$ cat src/ssac_pkg.sv
// package: address map, handler addresses, boot states and carried structs
package ssac_pkg;

    // section bases of the flat 32-bit space
    localparam logic [31:0] RAM_BASE = 32'h0000_0000;
    localparam logic [31:0] LOCAL_BASE = 32'h4000_0000;
    localparam logic [31:0] BOOT_BASE = 32'h8000_0000;
    localparam logic [31:0] SYS_BASE = 32'hc000_0000;

    // fixed handler addresses used while secure
    localparam logic [31:0] VEC_SCALL = 32'h8000_0004;
    localparam logic [31:0] VEC_EXC = 32'h8000_0008;
    localparam logic [31:0] VEC_NMI = 32'h8000_000c;
    localparam logic [31:0] VEC_BRK = 32'h8000_0010;
    localparam logic [31:0] VEC_INT = 32'h8000_0014;

    // reset values
    localparam logic [31:0] SIZE_RST = 32'h0000_0000;
    localparam logic [3:0] LVL_MASK_RST = 4'h0;

    typedef enum logic [3:0] {
        SEC_RAM = 4'h1,
        SEC_LOCAL = 4'h2,
        SEC_BOOT = 4'h4,
        SEC_SYS = 4'h8
    } section_e;

    typedef enum logic [1:0] {
        ST_BOOT = 2'h1,
        ST_RUN = 2'h2
    } boot_e;

    // status register image
    typedef struct packed {
        logic secure;
        logic gm;
        logic [3:0] lvl_mask;
    } status_s;

    // answer to one access request
    typedef struct packed {
        logic done;
        logic bus_error;
        logic secure_hit;
        section_e section;
    } resp_s;

    // event redirection
    typedef struct packed {
        logic take;
        logic [31:0] vector;
    } event_s;

endpackage : ssac_pkg

$ cat src/secure_state_access_control.sv
// secure state checker, memory section decoder and secure event redirection
//
// How it works
// - status_reg.secure always shows whether the core runs secure.
// - secure state reaches all regions; nonsecure state reaches nonsecure regions only.
// - ram and flash secure regions start at memory base, extend by size.
// - ram or flash addresses outside the secure regions are nonsecure.
// - state changes only on the secure call or secure return instruction; boot also sets the flag and chip erase clears it.
// - nonsecure access to secure memory is aborted with a bus error.
// - with the enable fuse set, debugger and nonsecure code cannot reach secure memory; the debugger can while secure with the debug fuse set.
// - enable fuse clears only by chip erase, which also wipes secure regions.
// - boot loads size registers and secure flag before code runs or debug.
// - secure code is debuggable only when the debug fuse is programmed.
// - secure call sets global mask; when secure it masks interrupts and nmi.
// - in secure state each interrupt level is also gated by its level mask.
// - secure call, exceptions and nmi vector to three fixed boot addresses.
// - breakpoint has a fixed vector; all four interrupt levels share one.
// - every exception cause uses the same single secure handler address.
// - secure hardware is off by default; core then behaves as before.
// - four sections: ram from zero, local from its fixed base.
// - boot section starts at the reset fetch address, flash mapped from it.
// - local section serves load-store only, never instruction fetch.
// - local loads and stores complete in one clock cycle.
// - selected access types, such as boot flash writes, may be refused.
module secure_state_access_control #(
    parameter bit BOOT_WRITE_ALLOW = 1'b0
) (
    input wire logic clk_sys,
    input wire logic arst_n,
    // boot preload from the secure flash location and fuses
    input wire logic boot_valid,
    input wire logic [31:0] boot_ram_size,
    input wire logic [31:0] boot_flash_size,
    input wire logic secure_enable_fuse,
    input wire logic secure_debug_fuse,
    input wire logic chip_erase,
    // instruction control
    input wire logic secure_call_instr,
    input wire logic secure_return_instr,
    input wire logic status_write,
    input wire ssac_pkg::status_s status_wdata,
    // fetch, load-store and debugger requests
    input wire logic fetch_valid,
    input wire logic [31:0] fetch_addr,
    input wire logic ls_valid,
    input wire logic ls_write,
    input wire logic [31:0] ls_addr,
    input wire logic dbg_valid,
    input wire logic [31:0] dbg_addr,
    // event sources
    input wire logic [3:0] priority_interrupts,
    input wire logic nonmaskable_interrupt,
    input wire logic exception_req,
    input wire logic breakpoint_req,
    input wire logic [31:0] normal_vector,
    // results
    output ssac_pkg::status_s status_reg,
    output ssac_pkg::resp_s fetch_resp,
    output ssac_pkg::resp_s ls_resp,
    output ssac_pkg::resp_s dbg_resp,
    output ssac_pkg::event_s event_out,
    output logic core_run,
    output logic debug_enable,
    output logic secure_erase,
    output logic [31:0] ram_secure_size,
    output logic [31:0] flash_secure_size
);

    typedef struct packed {
        // boot sequencer and status image
        ssac_pkg::boot_e fsm;
        ssac_pkg::status_s sr;
        // fuse images, latched once at boot so later pin changes have no effect
        logic fuse;
        logic dbg_fuse;
        // secure region sizes in bytes from each memory's base
        logic [31:0] ram_size;
        logic [31:0] flash_size;
        // registered answers, one per requesting unit
        ssac_pkg::resp_s f_resp;
        ssac_pkg::resp_s l_resp;
        ssac_pkg::resp_s d_resp;
        // pending event and the erase pulse
        ssac_pkg::event_s evt;
        logic erase;
    } state_s;

    state_s state_r;
    state_s state_nxt;

    ////////////////////////////////////////////////////////////////////////////
    // helper functions

    // section decode on the top address bits
    // every address falls in exactly one section; the compares overlap, so the first match wins
    function automatic ssac_pkg::section_e decode(input logic [31:0] addr);
        ssac_pkg::section_e sec;
        if (addr >= ssac_pkg::SYS_BASE)
            sec = ssac_pkg::SEC_SYS;
        else if (addr >= ssac_pkg::BOOT_BASE)
            sec = ssac_pkg::SEC_BOOT;
        else if (addr >= ssac_pkg::LOCAL_BASE)
            sec = ssac_pkg::SEC_LOCAL;
        else
            sec = ssac_pkg::SEC_RAM;
        return sec;
    endfunction : decode

    // secure region hit; a region never runs past its own section
    function automatic logic secure_hit(input logic [31:0] addr, input logic [31:0] rsz,
                                        input logic [31:0] fsz);
        logic [31:0] off;
        logic hit;
        // local and system bus addresses are never secure
        hit = 1'b0;
        // offsets count from each memory's own base, so a size of zero protects nothing
        off = addr - ssac_pkg::BOOT_BASE;
        if (decode(addr) == ssac_pkg::SEC_RAM)
            hit = (addr - ssac_pkg::RAM_BASE) < rsz;
        else if (decode(addr) == ssac_pkg::SEC_BOOT)
            hit = off < fsz;
        return hit;
    endfunction : secure_hit

    // one access answer; kind: 0 fetch, 1 load-store, 2 debugger
    // the answer is pure decode of last cycle's state, one cycle after the request
    function automatic ssac_pkg::resp_s check(input logic valid, input logic [1:0] kind,
                                             input logic wr, input logic [31:0] addr,
                                             input state_s s);
        ssac_pkg::resp_s r;
        logic prot;
        logic fetch_local;
        logic boot_write;
        r.done = valid;
        r.section = decode(addr);
        // with the fuse clear no region is protected, matching the older core
        r.secure_hit = s.fuse && secure_hit(addr, s.ram_size, s.flash_size);
        prot = r.secure_hit;
        // the debugger reaches secure memory only while secure code runs with the debug fuse
        if (kind == 2'd2)
            prot = prot && !(s.dbg_fuse && s.sr.secure);
        else
            prot = prot && !s.sr.secure;
        // the local section has no fetch path, so a fetch there can only fail
        fetch_local = (kind == 2'd0) && (r.section == ssac_pkg::SEC_LOCAL);
        // a store into program flash would corrupt code, so it is refused by default
        boot_write = wr && !BOOT_WRITE_ALLOW && (r.section == ssac_pkg::SEC_BOOT);
        // an aborted access still answers in the same cycle as a good one
        r.bus_error = valid && (prot || fetch_local || boot_write);
        return r;
    endfunction : check

    ////////////////////////////////////////////////////////////////////////////
    // next state

    always_comb
    begin
        logic [3:0] int_open;
        logic nmi_open;
        state_nxt = state_r;
        int_open = 4'h0;
        nmi_open = 1'b0;
        // pulses and answers last one cycle; everything else holds
        state_nxt.erase = 1'b0;
        state_nxt.evt.take = 1'b0;
        state_nxt.f_resp = '0;
        state_nxt.l_resp = '0;
        state_nxt.d_resp = '0;
        state_nxt.f_resp.section = ssac_pkg::SEC_RAM;
        state_nxt.l_resp.section = ssac_pkg::SEC_RAM;
        state_nxt.d_resp.section = ssac_pkg::SEC_RAM;
        unique case (state_r.fsm)
            ssac_pkg::ST_BOOT:
            begin
                // requests, instructions and events are ignored until the preload is in
                // preload before the core or the debugger is released
                if (boot_valid)
                begin
                    state_nxt.ram_size = boot_ram_size;
                    state_nxt.flash_size = boot_flash_size;
                    // a set enable fuse starts the core in the secure state
                    state_nxt.fuse = secure_enable_fuse;
                    state_nxt.dbg_fuse = secure_debug_fuse;
                    state_nxt.sr.secure = secure_enable_fuse;
                    state_nxt.fsm = ssac_pkg::ST_RUN;
                end
            end
            ssac_pkg::ST_RUN:
            begin
                // all three units are judged against last cycle's flag and sizes
                // accesses answered the next cycle; local ones never stall
                state_nxt.f_resp = check(fetch_valid, 2'd0, 1'b0, fetch_addr, state_r);
                state_nxt.l_resp = check(ls_valid, 2'd1, ls_write, ls_addr, state_r);
                state_nxt.d_resp = check(dbg_valid, 2'd2, 1'b0, dbg_addr, state_r);
                if (status_write)
                begin
                    // software may change masks but never the secure flag
                    state_nxt.sr.gm = status_wdata.gm;
                    state_nxt.sr.lvl_mask = status_wdata.lvl_mask;
                end
                // placed after the status write, so a call in the same cycle keeps the mask set
                // in run, state moves only on the two dedicated instructions and on chip erase
                if (secure_call_instr && state_r.fuse)
                begin
                    state_nxt.sr.secure = 1'b1;
                    state_nxt.sr.gm = 1'b1;
                end
                else if (secure_return_instr)
                    state_nxt.sr.secure = 1'b0;
                // gm masks the interrupt levels in both states; only nmi looks at the flag
                // event gating; outside secure state nmi is never masked
                int_open = priority_interrupts & ~state_r.sr.lvl_mask;
                if (state_r.sr.gm)
                    int_open = 4'h0;
                nmi_open = nonmaskable_interrupt && !(state_r.sr.secure && state_r.sr.gm);
                if (state_r.sr.secure)
                begin
                    // a call outranks every other source so its entry handler always runs
                    // fixed handlers; the cause of an exception is not passed on
                    state_nxt.evt.take = 1'b1;
                    if (secure_call_instr)
                        state_nxt.evt.vector = ssac_pkg::VEC_SCALL;
                    else if (exception_req)
                        state_nxt.evt.vector = ssac_pkg::VEC_EXC;
                    else if (nmi_open)
                        state_nxt.evt.vector = ssac_pkg::VEC_NMI;
                    else if (breakpoint_req)
                        state_nxt.evt.vector = ssac_pkg::VEC_BRK;
                    else if (|int_open)
                        state_nxt.evt.vector = ssac_pkg::VEC_INT;
                    else
                        state_nxt.evt.take = 1'b0;
                end
                // entering from the nonsecure side still vectors to the call handler
                else if (secure_call_instr && state_r.fuse)
                begin
                    state_nxt.evt.take = 1'b1;
                    state_nxt.evt.vector = ssac_pkg::VEC_SCALL;
                end
                else if (exception_req || nmi_open || breakpoint_req || (|int_open))
                begin
                    // nonsecure events keep the normal vectoring
                    state_nxt.evt.take = 1'b1;
                    state_nxt.evt.vector = normal_vector;
                end
            end
            // an illegal code falls back to boot, where nothing is released
            default:
                state_nxt.fsm = ssac_pkg::ST_BOOT;
        endcase
        // a full chip erase is the only way to clear the enable fuse
        // it also drops the secure flag, so the core never runs secure without the fuse
        if (chip_erase)
        begin
            state_nxt.fuse = 1'b0;
            state_nxt.sr.secure = 1'b0;
            // the pulse asks the memories to wipe every secure region
            state_nxt.erase = 1'b1;
        end
    end

    ////////////////////////////////////////////////////////////////////////////
    // state register

    always_ff @(posedge clk_sys or negedge arst_n)
    begin
        if (!arst_n)
        begin
            // constants only; the boot state keeps core and debugger parked
            state_r <= '0;
            state_r.fsm <= ssac_pkg::ST_BOOT;
            state_r.sr.secure <= 1'b0;
            state_r.sr.lvl_mask <= ssac_pkg::LVL_MASK_RST;
            state_r.ram_size <= ssac_pkg::SIZE_RST;
            state_r.flash_size <= ssac_pkg::SIZE_RST;
            state_r.f_resp.section <= ssac_pkg::SEC_RAM;
            state_r.l_resp.section <= ssac_pkg::SEC_RAM;
            state_r.d_resp.section <= ssac_pkg::SEC_RAM;
        end
        else
            state_r <= state_nxt;
    end

    ////////////////////////////////////////////////////////////////////////////
    // outputs, all from the state register

    // every output is a flop or a gate on flops, so no address decode reaches a pin
    assign status_reg = state_r.sr;
    assign fetch_resp = state_r.f_resp;
    assign ls_resp = state_r.l_resp;
    assign dbg_resp = state_r.d_resp;
    // the event stands one cycle; the vector holds after it
    assign event_out = state_r.evt;
    // core_run doubles as the release of fetch and debug after the preload
    assign core_run = state_r.fsm == ssac_pkg::ST_RUN;
    // debug stays off during boot and, without the debug fuse, while secure
    assign debug_enable = core_run && !(state_r.sr.secure && !state_r.dbg_fuse);
    assign secure_erase = state_r.erase;
    // sizes are shown as loaded; nothing can rewrite them after boot
    assign ram_secure_size = state_r.ram_size;
    assign flash_secure_size = state_r.flash_size;

endmodule : secure_state_access_control

$ cat config.mk
export PLATFORM = sky130hd
export DESIGN_NAME = secure_state_access_control
export DESIGN_NICKNAME = d
export VERILOG_FILES = /design/src/ssac_pkg.sv /design/src/secure_state_access_control.sv
export SDC_FILE = /design/constraint.sdc
export NUM_CORES = 1
export LEC_CHECK = 0
export ABC_AREA = 1
export BUFFER_PORTS_ARGS = -buffer_cell sky130_fd_sc_hd__buf_2
export CORE_AREA = 2 2 140 142
export DETAILED_ROUTE_END_ITERATION = 16
export DIE_AREA = 0 0 142 144
export PLACE_DENSITY = 0.85
export SLEW_MARGIN = 0
export SYNTH_ARGS = -nofsm -noshare
export SYNTH_HDL_FRONTEND = slang
export SYNTH_SLANG_ARGS = --single-unit
export TNS_END_PERCENT = 50
$ cat constraint.sdc
create_clock -name clk_sys -period 4.35 [get_ports clk_sys]
set_clock_uncertainty 0.15 [all_clocks]
set_input_delay 1.305 -clock clk_sys [delete_from_list [all_inputs] [get_ports clk_sys]]
set_output_delay 1.305 -clock clk_sys [all_outputs]
set_load 0.1 [all_outputs]
Word level (Yosys, flattened, before mapping)
Index checks and enable logic that the tools add are counted.
W data, S select, Z words.
{"block": "totals", "ff_bits": 129, "latchBits": 0, "mem_bits_rw": 0, "romBits": 0, "inputBits": 218, "output_inout_bits": 127, "word_cells": 155, "mem_count": 0}
{"block": "classes", "addsub": 3, "multipliers": 0, "n_div": 0, "order_cmp": 15, "n_eq_ne": 14, "shift": 0, "muxes": 58, "bitwise": 3, "reduce_logical": 39}
{"cell": "$ge A32 B32 Y1 const B", "count": 6}
{"cell": "$lt A32 B32 Y1", "count": 6}
{"cell": "$mux W32", "count": 5}
{"cell": "$mux W66", "count": 2}
{"cell": "$mux W33", "count": 3}
{"cell": "$ge A32 B31 Y1 const B", "count": 3}
{"cell": "$sub A32 B32 Y32 const B", "count": 3}
{"cell": "$mux W4", "count": 14}
{"cell": "$mux W54", "count": 1}
{"cell": "$mux W1", "count": 23}
{"cell": "$eq A4 B3 Y1 const B", "count": 4}
{"cell": "$logic_and A1 B1 Y1", "count": 16}
{"cell": "$eq A4 B1 Y1 const B", "count": 3}
{"cell": "$mux W3", "count": 4}
{"cell": "$reduce_and A2 Y1", "count": 5}
{"cell": "$mux W2", "count": 3}
{"cell": "$ne A6 B4 Y1 const B", "count": 1}
{"cell": "$reduce_and A3 Y1", "count": 2}
{"cell": "$reduce_bool A2 Y1", "count": 3}
{"cell": "$reduce_bool A3 Y1", "count": 2}
{"cell": "$logic_not A1 Y1", "count": 5}
{"cell": "$logic_or A1 B1 Y1", "count": 5}
{"cell": "$mux W5", "count": 1}
{"cell": "$and A4 B4 Y4", "count": 1}
{"cell": "other kinds (11)", "count": 11}

Longest topological paths before layout
{"block": "logic_depth", "word_depth": 18, "mapped_depth": 15, "depth_no_buf": 15}

Worst setup path before layout
OpenSTA, ideal clock, no wires.
{"block": "synth_path", "path_type": "flip-flop to output port", "start": "reg state_r[127] (netlist bit)", "end": "out debug_enable", "t_arrival_ps": 3613, "t_required_ps": 2895, "setup_slack_ps": -718, "stages_incl_launch_ff": 6, "n_path_buf": 2, "path_cell_list": "dfstp_2 > nor2_1 > clkbuf_1 > inv_1 > clkbuf_1 > a21oi_1"}
{"block": "synth_between", "elab_chain_len": 2}
{"element": "start: declaration", "line_no": "secure_state_access_control.sv:88", "rtl": "state_s state_r;"}
{"element": "start signal: assignment", "line_no": "secure_state_access_control.sv:281", "rtl": "state_r <= state_nxt;"}
{"element": "$eq A2 B2 Y1", "line_no": "secure_state_access_control.sv:295", "rtl": "assign core_run = state_r.fsm == ssac_pkg::ST_RUN;"}
{"element": "net core_run", "line_no": "secure_state_access_control.sv:62", "rtl": "output logic core_run,"}
{"element": "$logic_and A1 B1 Y1", "line_no": "secure_state_access_control.sv:297", "rtl": "assign debug_enable = core_run && !(state_r.sr.secure && !state_r.dbg_fuse);"}
{"element": "end: declaration", "line_no": "secure_state_access_control.sv:63", "rtl": "output logic debug_enable,"}
The timed path passes the listed nets, and every way through them passes these cells.

Final worst setup path
{"block": "layout_path", "start": "reg state_r[128] (netlist bit)", "end": "out debug_enable"}
{"block": "layout_between", "elab_chain_len": 2}
{"element": "$eq A2 B2 Y1", "line_no": "secure_state_access_control.sv:295"}
{"element": "$logic_and A1 B1 Y1", "line_no": "secure_state_access_control.sv:297"}
No other way between the ends.

==> results.cfg <==
[floorplan]
core-area_um2 = 19100
ios = 345
rows = 51
die_height_um = 144
die_w_um = 142
die_area_um2 = 20400
start_util_pct = 53.5

[cts]
holdBufCountCts = 0
clockRootBuffer = clkbuf_16
clkSlewWorstSetupHoldPaths_ns = 0.07
clockBufferDepth = 2
cts_resized = 0
cts_setup_buffers = 0
cts_tree = built
clkSinkCount = 129
clock_latency_ns = 0.43
h-tree-depth = 4
cts_buffers = 17

[cells_and_area]
layout.nets = 1877
largest_reg_flops = 33
fillers = 1591
drive_gt1_share_pct = 28.0
finalNonFillerCells = 1727
area_growth_pct = 15.6

[synthesis]
postSynthAreaPerCell_um2 = 8.10
syn_inst = 1259
synth.area.top_cells = dfrtp_1, ha_1, nand2_1
syn_area_um2 = 10200
synth_edf_count = 0
syn_nets = 1663
ys_seq_area_share_pct = 31.7
yosysWarnings = 0
async_flop_share_pct = 100
yosys.area.top_type = dfrtp_1
synth-seq-cells = 129
yosysUniqueCellTypes = 36
synth.most_common_cell = nand2_1
synth_ff_type = dfrtp_1
ys_top_cells_by_count = nand2_1, ha_1, inv_1, buf_4, dfrtp_1
yosysTopAreaCellShare_pct = 30.7

[pwr]
seq_power_share_pct = 37.6
vdd_drop_max_mv = 0.266
swShare_pct = 35.2
p_int_mw = 2.17
power.density_nw_per_um2 = 284
p_sw_mw = 1.18
combPwrFrac_pct = 20.0
p_clk_share_pct = 42.4
p_leak_nw = 6.76

[setup_path]
critPathKind = register to output pin
max_stage_delay_ns = 0.45
rr_endpoint = event_out[29]$_DFFE_PN0P_
r2r_start = status_reg[1]$_DFFE_PN0P_
crit_arrival_ns = 1.78
critPathBufInv = 3
r2r_cells = 9
cp_max_fo = 15
crit_top_cell = inv_1
crit_family = buffers and inverters
crit_path_start_kind = register
cp_cell_sequence = inv_1, nor2_1, inv_1, a21oi_2, buf_2
worstPathRequired_ns = 2.89
end_kind = output pin
slowest_stage = buf_2
ff2ff_setup_slack_ns = 1.85

[sta]
setup_tns_ns = 0
max_freq_mhz = 309
rsz0062_at_grt = false
setup_slack_ns = 1.12
finalCritPeriodShare_pct = 74.3
hold_viol = 0
timing.hold.ws_ns = 0.322
setup_viol = 0
finalMaxSlewViolations = 0
tightestPinTransition_ns = 0.678
relSlewSlack_pct = 54.8
finalCriticalPeriod_ns = 3.23

[drt]
drtAntennaViolNets = 0
wl_per_cell_um = 16.3
drt_first_pass_iters = 6
vias = 9165
drt-total-wl_um = 28100
drt_iter0_markers = 521
drc = 0
viasPerCell = 5.31

[place]
io_buffers = 343
place_ws_ns = 0.834
hpwlAfterDp_um = 22400
place_inst = 1692
gp_congestion = 0.942

[global_route]
grt_overflow = 0
grt_pass1_vias = 9006
grt_max_degree = 81
grt_pass1_wl_um = 43600
antenna_found_initial = 4
gr-usage-all-layers_pct = 27.1

[min_path]
whs_path_depth = 2
min_from = event_out[3]$_DFFE_PN0P_
worstHoldPathType = register to register
hold_path_end = event_out[3]$_DFFE_PN0P_

[flow_run]
maxCapViolCount = 0

[status]
outcome = completed
==> kinds of logic (layout without fill, tap and decap cells) <==
family	after synthesis	in the layout	synth area share (%)
flops	129	129	31.7
fa+ha+maj	186	186	22.8
buf+inv	285	512	15.4
simple gates	410	410	16.8
compound gates	249	249	13.3
other cells	0	3	0
==> area by class of cell <==
cell class / count / area (um2) / area share, %
antenna: 3 / 7.51 / 0.0636
clock buffer: 17 / 425 / 3.61
clock inverter: 15 / 144 / 1.22
inverter: 133 / 503 / 4.26
multi-input combinational: 845 / 5410 / 45.8
sequential: 129 / 3230 / 27.4
tap: 238 / 298 / 2.52
timing repair buffer: 347 / 1780 / 15.1
==> power groups by stage <==
stage	clock, mW	combinational [mW]	sequential, mW
finish	1.42	0.669	1.26
global route	1.50	0.717	1.26
CTS	1.45	0.670	1.26
detailed placement	0	0.665	1.28
global placement	0	0.650	1.28
floorplan	0	0.498	1.28
==> layer usage <==
layer,track usage [%],vias to the layer above,share of wire (%)
met1,31.5,4205,40
met2,46.9,349,49
li1,-,4525,-
met3,7.75,84,7.3
met4,11.6,2,3.5
met5,0,-,0.028
==> worst reg2reg max path: cells and delay by family (launching register included) <==
kind | cells | cell delay, ns
AO/OA/AOI/OAI | 4 | 0.83
buffers and inverters | 2 | 0.54
AND/OR/NAND/NOR | 3 | 0.48
flip-flops | 1 | 0.36
==> placed cells by master (no fill, tap or decap), drive strengths merged <==
cell and n:
o2111ai 2, o22ai 1, buf 347, diode 3
a211oi 1, clkinvlp 4, nand4 15, o21ai 132
a31oi 2, nor4 1, nand3 50, nand2 270
ha 186, nand3b 2, dfstp 4, nor3 16
o211ai 3, a21oi 101, clkbuf 17, inv 140
a21boi 1, a21o 4, o21a 2, clkinv 4
dfrtp 125, nor2 56
==> worst max-delay path by stage <==
stage	start	end	slack, ns	depth (start not counted)
2_1_floorplan	state_r[127]$_DFFE_PN1P_	debug_enable	0.47	5
3_3_place_gp	priority_interrupts[0]	event_out[30]$_DFFE_PN0P_	0.91	9
6_report	state_r[128]$_DFFE_PN0P_	debug_enable	1.12	5
4_1_cts	state_r[128]$_DFFE_PN0P_	debug_enable	1.09	5
3_5_place_dp	priority_interrupts[0]	event_out[29]$_DFFE_PN0P_	0.83	9
5_1_grt	state_r[128]$_DFFE_PN0P_	debug_enable	0.92	5
==> metrics by stage <==
stage	power [mW]	cell area, um2	util, %
after CTS	3.37	11800	61.8
after global placement	1.93	11200	58.8
after detailed placement	1.95	11200	58.8
final	3.35	11800	61.8
after floorplan	1.78	10200	-
after global routing	3.47	11800	61.8
Power figures use the tool's default switching activity.
